<file path="src/verilog/ssgr_pkg.sv">
// ============================================================
// Shared constants and types for the sampling readout block.
package ssgr_pkg;

  // ============================================================
  // Clock and sampling timing.
  localparam int CLK_NS = 100;
  localparam int FAST_PERIOD_NS = 1000000;
  localparam int FAST_SAMPLE_NS = 300000;
  localparam int SLOW_PERIOD_NS = 2000000;
  localparam int SLOW_SAMPLE_NS = 600000;
  localparam int FAST_PERIOD_CYC = (FAST_PERIOD_NS + CLK_NS - 1) / CLK_NS;
  localparam int FAST_SAMPLE_CYC = (FAST_SAMPLE_NS + CLK_NS - 1) / CLK_NS;
  localparam int SLOW_PERIOD_CYC = (SLOW_PERIOD_NS + CLK_NS - 1) / CLK_NS;
  localparam int SLOW_SAMPLE_CYC = (SLOW_SAMPLE_NS + CLK_NS - 1) / CLK_NS;

  // ============================================================
  // Input word codes.
  localparam int WORD_W = 16;
  localparam logic [15:0] W_SENTINEL = 16'hbbbb;
  localparam logic [15:0] W_CPU_ERR = 16'hbeee;
  localparam logic [15:0] W_CAL_ERR = 16'hb010;
  localparam logic [15:0] W_SET_ERR = 16'hb011;
  localparam logic [15:0] W_BREAK = 16'hb001;
  localparam logic [15:0] W_OVER = 16'hb000;
  localparam int BIT_BREAK = 15;
  localparam int BIT_OVER = 14;

  // ============================================================
  // Command answers and command codes.
  localparam logic [15:0] R_BAD_CMD = 16'he000;
  localparam logic [15:0] R_BAD_PARAM = 16'he001;
  localparam logic [15:0] R_TEACH_ERR = 16'he002;
  localparam logic [15:0] R_MODE_ERR = 16'he003;
  localparam logic [7:0] OP_TEACH = 8'hc1;
  localparam logic [7:0] OP_NORM_A = 8'hc5;
  localparam logic [7:0] OP_NORM_B = 8'hc8;
  localparam logic [7:0] OP_NORM_C = 8'hcc;
  localparam logic [7:0] PARAM_MAX = 8'h63;

  // ============================================================
  // Configuration and health types.
  localparam int MEAN_LW = 2;
  typedef enum logic [1:0] {
    HOLD_NORMAL,
    HOLD_SAMPLE,
    HOLD_GATE
  } ssgr_hold_t;

  typedef struct packed {
    ssgr_hold_t hold;
    logic slow;
    logic compare;
    logic [MEAN_LW-1:0] mean_log2;
  } ssgr_cfg_t;

  typedef struct packed {
    logic cpu_fault;
    logic cal_fault;
    logic set_fault;
    logic sensor_break;
    logic overflow;
  } ssgr_health_t;

endpackage

</file>
<file path="src/verilog/ssgr_pacer.sv">
`timescale 1ns/10ps
// ============================================================
// Sampling pacer: one sample window at the start of each period.
module ssgr_pacer
  import ssgr_pkg::*;
#(
  parameter int FAST_PER = FAST_PERIOD_CYC,
  parameter int FAST_SMP = FAST_SAMPLE_CYC,
  parameter int SLOW_PER = SLOW_PERIOD_CYC,
  parameter int SLOW_SMP = SLOW_SAMPLE_CYC
) (
  input logic i_mclk,
  input logic i_srst,
  input logic i_run,
  input logic i_slow,
  output logic o_take,
  output logic o_sampling
);
  localparam int CNT_W = $clog2(SLOW_PER + 1);

  logic [CNT_W-1:0] cnt;
  logic [CNT_W-1:0] next_cnt;
  logic [CNT_W-1:0] per_last;
  logic [CNT_W-1:0] smp_last;
  logic next_take;
  logic next_sampling;
  logic [CNT_W:0] gap;
  logic armed;
  logic slow_q;

  // Period counter restarts whenever the run request drops.
  always_comb begin
    per_last = i_slow ? CNT_W'(SLOW_PER - 1) : CNT_W'(FAST_PER - 1);
    smp_last = i_slow ? CNT_W'(SLOW_SMP - 1) : CNT_W'(FAST_SMP - 1);
    next_cnt = '0;
    if (i_run && cnt < per_last) begin
      next_cnt = cnt + 1'b1;
    end
    next_take = i_run && cnt == smp_last;
    next_sampling = i_run && cnt <= smp_last;
  end

  // Registers of the pacer.
  always_ff @(posedge i_mclk) begin
    if (i_srst) begin
      cnt <= '0;
      o_take <= 1'b0;
      o_sampling <= 1'b0;
    end else begin
      cnt <= next_cnt;
      o_take <= next_take;
      o_sampling <= next_sampling;
    end
  end

  // Gap counter between two sample strobes, read only by a check.
  // A change of speed disarms it, as that period mixes both speeds.
  always_ff @(posedge i_mclk) begin
    slow_q <= i_slow;
    if (i_srst || !i_run || i_slow != slow_q) begin
      gap <= '0;
      armed <= 1'b0;
    end else if (o_take) begin
      gap <= '0;
      armed <= 1'b1;
    end else begin
      gap <= gap + 1'b1;
    end
  end

  take_period_a: assert property (
    @(posedge i_mclk) disable iff (i_srst)
    o_take && armed && $stable(i_slow) && $past(i_run)
      |-> gap == {1'b0, per_last})
    else $error("Sample strobes not one period apart.");

endmodule

</file>
<file path="src/verilog/ssgr_mean.sv">
`timescale 1ns/10ps
// ============================================================
// Mean value unit: sums a power-of-two count of samples.
module ssgr_mean
  import ssgr_pkg::*;
#(
  parameter int DW = WORD_W,
  parameter int LW = MEAN_LW
) (
  input logic i_mclk,
  input logic i_srst,
  input logic i_clear,
  input logic i_add,
  input logic [DW-1:0] i_data,
  input logic [LW-1:0] i_log2,
  output logic o_done,
  output logic [DW-1:0] o_mean
);
  localparam int ACC_W = DW + (2 ** LW) - 1;
  localparam int CW = 2 ** LW;

  logic [ACC_W-1:0] acc;
  logic [ACC_W-1:0] next_acc;
  logic [ACC_W-1:0] sum;
  logic [CW-1:0] cnt;
  logic [CW-1:0] next_cnt;
  logic next_done;
  logic [DW-1:0] next_mean;

  // Accumulate; the last sample of a block yields the mean.
  always_comb begin
    sum = acc + ACC_W'(i_data);
    next_acc = acc;
    next_cnt = cnt;
    next_done = 1'b0;
    next_mean = o_mean;
    if (i_clear) begin
      next_acc = '0;
      next_cnt = '0;
    end else if (i_add) begin
      if (cnt + 1'b1 == (CW'(1) << i_log2)) begin
        next_mean = DW'(sum >> i_log2);
        next_done = 1'b1;
        next_acc = '0;
        next_cnt = '0;
      end else begin
        next_acc = sum;
        next_cnt = cnt + 1'b1;
      end
    end
  end

  // Registers of the mean unit.
  always_ff @(posedge i_mclk) begin
    if (i_srst) begin
      acc <= '0;
      cnt <= '0;
      o_done <= 1'b0;
      o_mean <= '0;
    end else begin
      acc <= next_acc;
      cnt <= next_cnt;
      o_done <= next_done;
      o_mean <= next_mean;
    end
  end

endmodule

</file>
<file path="src/verilog/ssgr_top.sv">
`timescale 1ns/10ps
// ============================================================
module ssgr_top
  import ssgr_pkg::*;
#(
  parameter int FAST_PER = FAST_PERIOD_CYC,
  parameter int FAST_SMP = FAST_SAMPLE_CYC,
  parameter int SLOW_PER = SLOW_PERIOD_CYC,
  parameter int SLOW_SMP = SLOW_SAMPLE_CYC
) (
  input logic i_mclk,
  input logic i_srst,
  input logic i_trig,
  input logic i_rst_in,
  input ssgr_cfg_t i_cfg,
  input logic [WORD_W-1:0] i_sample,
  input ssgr_health_t i_health,
  input logic i_cmd_valid,
  input logic [WORD_W-1:0] i_cmd,
  output logic [WORD_W-1:0] o_word,
  output logic o_word_new,
  output logic o_err_lamp,
  output logic o_break_lamp,
  output logic o_sampling,
  output logic [WORD_W-1:0] o_resp,
  output logic o_resp_valid
);

  typedef enum logic [1:0] {
    ST_IDLE,
    ST_ACQ,
    ST_WRITE
  } ssgr_state_t;

  ssgr_state_t state;
  ssgr_state_t next_state;
  logic trig_q;
  logic next_trig;
  logic is_normal;
  logic is_shold;
  logic is_gate;
  logic trig_rise;
  logic gate_open;
  logic run;
  logic take;
  logic mean_clear;
  logic mean_done;
  logic [WORD_W-1:0] mean_val;
  logic any_fault;
  logic [WORD_W-1:0] next_word;
  logic [WORD_W-1:0] base;
  logic next_new;
  logic next_err;
  logic next_brk;
  logic [7:0] op;
  logic [7:0] param;
  logic [WORD_W-1:0] next_resp;
  logic next_resp_valid;

  // ============================================================
  // Command decode helpers.

  // Tells whether an opcode is one the unit knows.
  function automatic logic op_known(input logic [7:0] code);
    op_known = code == OP_TEACH || op_norm_only(code);
  endfunction

  // Tells whether an opcode is allowed only in normal hold.
  function automatic logic op_norm_only(input logic [7:0] code);
    op_norm_only = code == OP_NORM_A || code == OP_NORM_B ||
                   code == OP_NORM_C;
  endfunction

  // ============================================================
  // Sampling pacer and mean value unit.

  // The pacer runs only while an acquisition is under way.
  assign run = state != ST_IDLE && !i_rst_in;

  ssgr_pacer #(
    .FAST_PER(FAST_PER),
    .FAST_SMP(FAST_SMP),
    .SLOW_PER(SLOW_PER),
    .SLOW_SMP(SLOW_SMP)
  ) u_pacer (
    .i_mclk(i_mclk),
    .i_srst(i_srst),
    .i_run(run),
    .i_slow(i_cfg.slow),
    .o_take(take),
    .o_sampling(o_sampling)
  );

  // Reset, idle or a closed gate throw away a partial block.
  assign mean_clear = i_rst_in || state == ST_IDLE ||
                      (is_gate && !i_trig);

  ssgr_mean #(
    .DW(WORD_W),
    .LW(MEAN_LW)
  ) u_mean (
    .i_mclk(i_mclk),
    .i_srst(i_srst),
    .i_clear(mean_clear),
    .i_add(take && state == ST_ACQ),
    .i_data(i_sample),
    .i_log2(i_cfg.mean_log2),
    .o_done(mean_done),
    .o_mean(mean_val)
  );

  // ============================================================
  // Acquisition sequencer.

  // Mode decode; any hold mode but the two named ones is a gate.
  always_comb begin
    is_normal = i_cfg.hold == HOLD_NORMAL;
    is_shold = i_cfg.hold == HOLD_SAMPLE;
    is_gate = !is_normal && !is_shold;
    trig_rise = i_trig && !trig_q && !i_rst_in;
    gate_open = i_trig && !i_rst_in;
  end

  // Next state and trigger history.
  always_comb begin
    next_trig = trig_q;
    if (!i_rst_in) begin
      next_trig = i_trig;
    end
    next_state = state;
    if (i_rst_in) begin
      next_state = ST_IDLE;
    end else begin
      unique case (state)
        ST_IDLE: begin
          if (is_normal || (is_shold && trig_rise) ||
              (is_gate && gate_open)) begin
            next_state = ST_ACQ;
          end
        end
        ST_ACQ: begin
          if (mean_done) begin
            next_state = ST_WRITE;
          end else if (is_gate && !i_trig) begin
            next_state = ST_IDLE;
          end
        end
        ST_WRITE: begin
          if (is_normal || (is_gate && i_trig)) begin
            next_state = ST_ACQ;
          end else begin
            next_state = ST_IDLE;
          end
        end
      endcase
    end
  end

  // Sequencer registers.
  always_ff @(posedge i_mclk) begin
    if (i_srst) begin
      state <= ST_IDLE;
      trig_q <= 1'b0;
    end else begin
      state <= next_state;
      trig_q <= next_trig;
    end
  end

  trig_ignored_a: assert property (
    @(posedge i_mclk) disable iff (i_srst)
    i_rst_in |=> trig_q == $past(trig_q))
    else $error("Trigger history moved while reset was high.");

  reset_idles_a: assert property (
    @(posedge i_mclk) disable iff (i_srst)
    i_rst_in ##1 i_rst_in |-> state == ST_IDLE && !o_word_new)
    else $error("Acquisition went on under reset input.");

  shold_start_a: assert property (
    @(posedge i_mclk) disable iff (i_srst)
    state == ST_IDLE && is_shold && !i_rst_in && !i_trig
      |=> state == ST_IDLE)
    else $error("Sampling hold started without a trigger edge.");

  // ============================================================
  // Input word and lamps.

  // Word priority: reset, internal fault, sensor state, then data.
  always_comb begin
    any_fault = i_health.cpu_fault || i_health.cal_fault ||
                i_health.set_fault;
    base = (state == ST_WRITE) ? mean_val : o_word;
    if (i_cfg.compare) begin
      base[BIT_BREAK] = i_health.sensor_break;
      base[BIT_OVER] = i_health.overflow;
    end
    if (i_rst_in) begin
      next_word = W_SENTINEL;
    end else if (i_health.cpu_fault) begin
      next_word = W_CPU_ERR;
    end else if (i_health.cal_fault) begin
      next_word = W_CAL_ERR;
    end else if (i_health.set_fault) begin
      next_word = W_SET_ERR;
    end else if (!i_cfg.compare && i_health.sensor_break) begin
      next_word = W_BREAK;
    end else if (!i_cfg.compare && i_health.overflow) begin
      next_word = W_OVER;
    end else begin
      next_word = base;
    end
    next_new = state == ST_WRITE && !i_rst_in;
    next_err = any_fault;
    next_brk = i_health.sensor_break;
  end

  // Word and lamp registers; the word starts at the sentinel.
  always_ff @(posedge i_mclk) begin
    if (i_srst) begin
      o_word <= W_SENTINEL;
      o_word_new <= 1'b0;
      o_err_lamp <= 1'b0;
      o_break_lamp <= 1'b0;
    end else begin
      o_word <= next_word;
      o_word_new <= next_new;
      o_err_lamp <= next_err;
      o_break_lamp <= next_brk;
    end
  end

  sentinel_word_a: assert property (
    @(posedge i_mclk) disable iff (i_srst)
    i_rst_in |=> o_word == W_SENTINEL)
    else $error("Reset input did not give the sentinel word.");

  cpu_fault_a: assert property (
    @(posedge i_mclk) disable iff (i_srst)
    !i_rst_in && i_health.cpu_fault
      |=> o_word == W_CPU_ERR && o_err_lamp)
    else $error("Processor fault not reported.");

  break_code_a: assert property (
    @(posedge i_mclk) disable iff (i_srst)
    !i_rst_in && !any_fault && i_health.sensor_break
      |=> o_break_lamp &&
          ($past(i_cfg.compare) ? o_word[BIT_BREAK] : o_word == W_BREAK))
    else $error("Sensor break not reported.");

  over_code_a: assert property (
    @(posedge i_mclk) disable iff (i_srst)
    !i_rst_in && !any_fault && !i_health.sensor_break &&
      i_health.overflow
      |=> ($past(i_cfg.compare) ? o_word[BIT_OVER] : o_word == W_OVER))
    else $error("Overflow not reported.");

  write_step_a: assert property (
    @(posedge i_mclk) disable iff (i_srst)
    mean_done && state == ST_ACQ && !i_rst_in ##1 !i_rst_in
      |=> o_word_new)
    else $error("Finished mean not written as its own step.");

  // ============================================================
  // Command answers.

  // Checks run in order: code, parameter, mode, teach conditions.
  always_comb begin
    op = i_cmd[15:8];
    param = i_cmd[7:0];
    next_resp = o_resp;
    next_resp_valid = i_cmd_valid;
    if (i_cmd_valid) begin
      if (!op_known(op)) begin
        next_resp = R_BAD_CMD;
      end else if (param > PARAM_MAX) begin
        next_resp = R_BAD_PARAM;
      end else if (op_norm_only(op) && !is_normal) begin
        next_resp = R_MODE_ERR;
      end else if (op == OP_TEACH && (i_rst_in ||
                   i_health.sensor_break || i_health.overflow)) begin
        next_resp = R_TEACH_ERR;
      end else begin
        next_resp = i_cmd;
      end
    end
  end

  // Command answer registers.
  always_ff @(posedge i_mclk) begin
    if (i_srst) begin
      o_resp <= '0;
      o_resp_valid <= 1'b0;
    end else begin
      o_resp <= next_resp;
      o_resp_valid <= next_resp_valid;
    end
  end

  bad_cmd_a: assert property (
    @(posedge i_mclk) disable iff (i_srst)
    i_cmd_valid && !op_known(i_cmd[15:8])
      |=> o_resp_valid && o_resp == R_BAD_CMD)
    else $error("Unknown command not answered with E000.");

  bad_param_a: assert property (
    @(posedge i_mclk) disable iff (i_srst)
    i_cmd_valid && op_known(i_cmd[15:8]) && i_cmd[7:0] > PARAM_MAX
      |=> o_resp == R_BAD_PARAM)
    else $error("Parameter range error not answered with E001.");

  teach_refused_a: assert property (
    @(posedge i_mclk) disable iff (i_srst)
    i_cmd_valid && i_cmd[15:8] == OP_TEACH &&
      i_cmd[7:0] <= PARAM_MAX &&
      (i_rst_in || i_health.sensor_break || i_health.overflow)
      |=> o_resp == R_TEACH_ERR)
    else $error("Teach not refused with E002.");

  mode_refused_a: assert property (
    @(posedge i_mclk) disable iff (i_srst)
    i_cmd_valid && op_norm_only(i_cmd[15:8]) &&
      i_cmd[7:0] <= PARAM_MAX && !is_normal
      |=> o_resp == R_MODE_ERR)
    else $error("Normal-only command not refused with E003.");

endmodule

</file>
<file path="config.mk">
export PLATFORM = sky130hd
export DESIGN_NAME = ssgr_top
export DESIGN_NICKNAME = d
export VERILOG_FILES = /design/src/verilog/ssgr_pkg.sv /design/src/verilog/ssgr_pacer.sv /design/src/verilog/ssgr_mean.sv /design/src/verilog/ssgr_top.sv
export SDC_FILE = /design/constraint.sdc
export NUM_CORES = 1
export LEC_CHECK = 0
export BUFFER_PORTS_ARGS = -buffer_cell sky130_fd_sc_hd__buf_4
export CAP_MARGIN = 10
export CORE_MARGIN = 1.5
export CORE_UTILIZATION = 41
export CTS_BUF_LIST = sky130_fd_sc_hd__clkbuf_16
export DETAILED_ROUTE_END_ITERATION = 8
export SYNTH_ARGS = -nofsm -noshare
export SYNTH_HDL_FRONTEND = slang
export SYNTH_SLANG_ARGS = --single-unit
</file>
<file path="constraint.sdc">
create_clock -name i_mclk -period 2.8 [get_ports i_mclk]
set_input_delay 0.14 -clock i_mclk [delete_from_list [all_inputs] [get_ports i_mclk]]
set_output_delay 0.14 -clock i_mclk [all_outputs]
set_load 0.05 [all_outputs]
</file>
Word level (Yosys, flattened, before mapping)

Cells that the tools add are included.

Output and inout port bits: 37
Flip-flop bits (word level): 96
Input bits: 48

Reductions and logical operators: 50
Equal/unequal tests: 11
Shift operators: 2
Bitwise operators: 3
Multiplexer cells: 21
$lt $le $gt $ge: 3
Add/sub/neg operators: 3

Operator list:

| kind                                                                            | count |
|---|---|
| 16-bit 2-to-1 mux                                                               | 5 |
| 12-bit 2-to-1 mux                                                               | 4 |
| 8-bit equality test, second input constant                                      | 4 |
| 19-bit by 16-bit adder with 19-bit output                                       | 1 |
| 19-bit 2-to-1 mux                                                               | 1 |
| 19-bit by 2-bit >> shifter with 16-bit output                                   | 1 |
| 1-bit logical AND                                                               | 18 |
| 15-bit by 1-bit adder with 15-bit output, second input constant                 | 1 |
| 15-bit equality test                                                            | 1 |
| 15-bit less-or-equal comparator                                                 | 1 |
| 15-bit < comparator                                                             | 1 |
| 15-bit 2-to-1 mux                                                               | 1 |
| 13-bit 2-to-1 mux                                                               | 1 |
| 1-bit logical OR                                                                | 12 |
| 11-bit 2-to-1 mux                                                               | 1 |
| 8-bit by 7-bit greater-than comparator with 1-bit output, second input constant | 1 |
| 2-bit 2-to-1 mux                                                                | 4 |
| 7-bit OR reduction                                                              | 1 |
| 1-bit logical NOT                                                               | 6 |
| 2-bit one-hot mux with 3 select lines                                           | 1 |
| 6-bit nonzero test                                                              | 1 |
| 2-bit OR reduction                                                              | 3 |
| 3-bit OR reduction                                                              | 2 |
| 5-bit nonzero test                                                              | 1 |
| other kinds (14)                                                                | 20 |

Depth between registers and ports, before layout

Word-level depth: 8
Depth in mapped cells: 11

Modules after synthesis

A second synthesis with hierarchy kept.

Cell total of the unflattened synthesis: 658
Area, all modules: 5,708.0 um^2

By module, submodules not included:

| module     | instances | cells each | seq. area each (um^2) | area an instance (um^2) |
|---|---|---|---|---|
| ssgr_mean  | 1         | 375        | 800.8                 | 2,952.8 |
| ssgr_top   | 1         | 170        | 780.7                 | 1,705.4 |
| ssgr_pacer | 1         | 113        | 340.3                 | 1,049.8 |

Least setup slack after synthesis

No wires, ideal clock.

Path kind: flip-flop to flip-flop
Start: register u_mean.cnt[0]
End: register u_mean.o_mean[10]
Required time: 2.726 ns
Arrival time: 2.564 ns
Path slack: 0.162 ns
Cell stages (with the launch flop): 10
Library setup time: 0.074 ns
Path through: dfxtp_1 ha_1 xor2_1 or4b_1 mux2i_1 nor2_1 or3_4 buf_6 or3_1 a31oi_1

Word-level cells in the longest chain between the ends: 3

RTL lines:

| what                                   | RTL line        | RTL |
|---|---|---|
| start: declaration                     | ssgr_mean.sv:25 | `logic [CW-1:0] cnt;` |
| start signal: assignment               | ssgr_mean.sv:62 | `cnt <= next_cnt;` |
| 4-bit by 1-bit adder with 4-bit output | ssgr_mean.sv:41 | `if (cnt + 1'b1 == (CW'(1) << i_log2)) begin` |
| 4-bit equality test                    | ssgr_mean.sv:41 |  |
| 3-bit AND reduction (no source line)   | -               |  |
| end signal: assignment                 | ssgr_mean.sv:64 | `o_mean <= next_mean;` |
| end: declaration                       | ssgr_mean.sv:17 | `output logic [DW-1:0] o_mean` |

No other way between the ends.
A chain may end at the register's enable or synchronous reset.

Final worst setup path

Start: register u_mean.cnt[1]
End: register u_mean.o_mean[10]

The elaborated chain is that of the path after synthesis.

==> summary.txt <==
Global route
  • First-pass GRT wire length: 20700 um
  • Initial antenna violation count: 0
  • Grt ovf: 0
  • Largest net degree at the start of global routing: 36
  • GRT Total Usage: 19.2%
  • Vias in the first global route: 4328

STA
  • Final setup violation count: 0
  • Final min period: 2.63 ns
  • WHS: 0.0120 ns
  • Slew at the pin closest to its max-slew limit: 0.631 ns
  • F_max: 380 MHz
  • Final Cycle Share: 93.9%
  • Setup TNS: 0 ns
  • RSZ-0062 raised after global routing: no
  • Max-slew violations: 0
  • Worst slew margin: 57.8%
  • Final hold violation count: 0
  • Worst Skew: 0.00763 ns

Critical path
  • WP data arrival: 2.91 ns
  • WP data required: 3.08 ns
  • Crit path kind: flop to flop
  • CP Max Fanout: 13
  • Setup crit start kind: flop
  • CP endpoint kind: flop

Synth
  • Mapped Area: 5280 um^2
  • Ys Warns: 0
  • Post-synth EDFFs: 0
  • Syn Nets: 706
  • Yosys top cell by area: dfxtp_1
  • Register area share after synthesis: 36.4%
  • Yosys top cell area share: 36.4%
  • Top cells by count, synth: 96 x dfxtp_1, 84 x nor2_1, 44 x a21oi_1
  • Top_reg_cell synth: dfxtp_1
  • Synthesized flop and latch total: 96
  • Top-count cell post-synth: dfxtp_1
  • Synth cell types: 60
  • Mapped Cells: 624
  • Synth top area cells: dfxtp_1 36%, ha_1 7.8%, nor2_1 6.0%
  • Synth Area per Inst: 8.46 um^2
  • Asr flop ratio synth: 0%

Placed design
  • Placed Cells: 856
  • Quantity of I/O buffers inserted on ports: 84
  • Detailed Place HPWL: 9520 um
  • Final Wtd Congestion: 0.899

Floorplanning
  • Core area: 12600 um^2
  • Overall die height: 116 um
  • Die area: 13600 um^2
  • Row Count: 41
  • IO Count: 85
  • Die width: 116 um
  • Initial core utilization: 42.0%

Routing
  • Met3 WL: 666 um
  • Number of DRC markers in iteration 0: 330
  • DR DRC count: 0
  • Pre-antenna DRT Iters: 4
  • Metal-1 WL: 6370 um
  • Total Wirelength: 12900 um
  • Max layer used: met4
  • Wire per inst: 14.7 um
  • Met2 WL: 5610 um
  • Routed via count: 4650
  • DRT antenna net count: 0
  • Routed vias/inst: 5.33

Status
  • Outcome: finished, final reports clean

CTS
  • Clk pin slew, worst setup/hold paths: 0.07 ns
  • Worst-Skew Late Latency: 0.35 ns
  • Root Driver: clkbuf_16
  • CTS Sinks: 96
  • Clock buffer depth: 2
  • Total CTS buffers: 9
  • CTS tree: built
  • Clock H-tree levels: 3

Cells and area
  • Antenna diodes: 0
  • Synth-to-Final Area Change: 20.8%
  • Final nets: 778
  • Fillers: 1217
  • Area of the multi-input gates: 3200 um^2
  • Fin cells: 873
  • Share of layout cells above drive strength 1: 18.3%
  • Register area: 1920 um^2

Run
  • Maxcap violations: 0

Hold path
  • Hold Path Class: input port to flop

Pwr
  • Leak pwr: 2.53 nW
  • Worst vdd ir: 0.215 mV
  • Power Density: 446 nW/um^2
-- cells in the final DEF, fill, tap and decap left out, types with 6 or more instances in the layout --
master | netlist | final
xor2_1 | 15 | 14
a21o_1 | 6 | 6
mux2i_1 | 28 | 27
xnor2_1 | 16 | 16
ha_1 | 33 | 33
and3_1 | 13 | 13
dfxtp_1 | 96 | 96
nor2_1 | 84 | 83
a211oi_1 | 19 | 17
or3_1 | 6 | 6
inv_1 | 13 | 15
clkbuf_16 | 0 | 9
a21oi_1 | 44 | 44
nand2_1 | 35 | 35
nand2b_1 | 8 | 8
a22oi_1 | 11 | 11
a22o_1 | 13 | 13
nor3_1 | 14 | 13
nand3_1 | 23 | 23
o21ai_0 | 31 | 30
and2_1 | 8 | 8
buf_4 | 0 | 96
-- metrics by stage --
stage / instance area [um^2] / utilization, % / power [mW] / setup WS (ns)
5_1_grt: 6380 / 50.8 / 2.97 / 0.00357
2_1_floorplan: 5280 / - / 1.62 / 0.162
3_3_place_gp: 6070 / 48.3 / 1.74 / 0.0964
4_1_cts: 6340 / 50.5 / 2.88 / 0.0624
6_report: 6380 / 50.8 / 2.84 / 0.169
3_5_place_dp: 6070 / 48.3 / 1.75 / -0.00709
-- routing by layer --
| layer | vias to the layer above | global-route usage [%] |
|---|---|---|
| li1 | 2407 | - |
| met1 | 2116 | 26.9 |
| met2 | 111 | 30.0 |
| met3 | 16 | 3.17 |
| met4 | 0 | 6.99 |
| met5 | - | 0 |
-- critical path, cell delays in order (launching register included) --
cell     delay [ns]
dfxtp_1        0.33
ha_1           0.22
xor2_1         0.18
or4b_1         0.53
mux2i_2        0.22
nor2_1         0.10
or3_4          0.46
or3_1          0.37
a31oi_1        0.15
-- sequential cells by signal, summed over array words and instances (netlist names) --
register	cells
o_break_lamp	1
u_mean.o_mean	16
o_word	16
o_resp_valid	1
o_resp	16
u_pacer.o_sampling	1
u_mean.cnt	4
u_mean.o_done	1
state	2
u_mean.acc	19
u_pacer.o_take	1
u_pacer.cnt	15
o_err_lamp	1
o_word_new	1
trig_q	1
-- what timing repair did --
action	4_1_cts	5_1_grt
buffers inserted	0	1
pin swaps	0	1
cloned	0	0
gates resized for setup	1	9
endpoints found under the setup margin	1	14
hold buffers	0	0
-- power by group --
group          switching, mW  internal (mW)  leakage [nW]
sequential           0.00813           1.38         0.778
clock                  0.529          0.594         0.132
combinational          0.201          0.129          1.62
-- cell type report --
class | instances | area share (%)
clock buffers | 9 | 3.53
clock inverters | 7 | 0.628
inverters | 14 | 0.824
multi-input cells | 479 | 50.2
flip-flops and latches | 96 | 30.1
well taps | 172 | 3.37
repair buffers | 96 | 11.3
-- final timing paths --
check | end | slack (ns) | start | cells after the start
max | u_mean.o_mean[10]$_SDFFE_PP0P_ | 0.17 | u_mean.cnt[1]$_SDFFE_PP0P_ | 8
min | o_resp[2]$_SDFFE_PP0P_ | 0.01 | i_cmd[2] | 2
max reg2reg | u_mean.o_mean[10]$_SDFFE_PP0P_ | 0.17 | u_mean.cnt[1]$_SDFFE_PP0P_ | 8
min reg2reg | u_mean.acc[11]$_SDFFE_PP0P_ | 0.46 | u_mean.acc[11]$_SDFFE_PP0P_ | 2
-- kinds of logic after synthesis --
group,count (synthesis),synth area share (%)
flops,96,36.4
simple gates,216,19.6
buf+inv,49,3.65
mux,32,6.16
fa+ha+maj,34,8.20
compound gates,166,20.9
xor+xnor,31,5.14
Note: power is estimated with default switching activity, not from simulation.
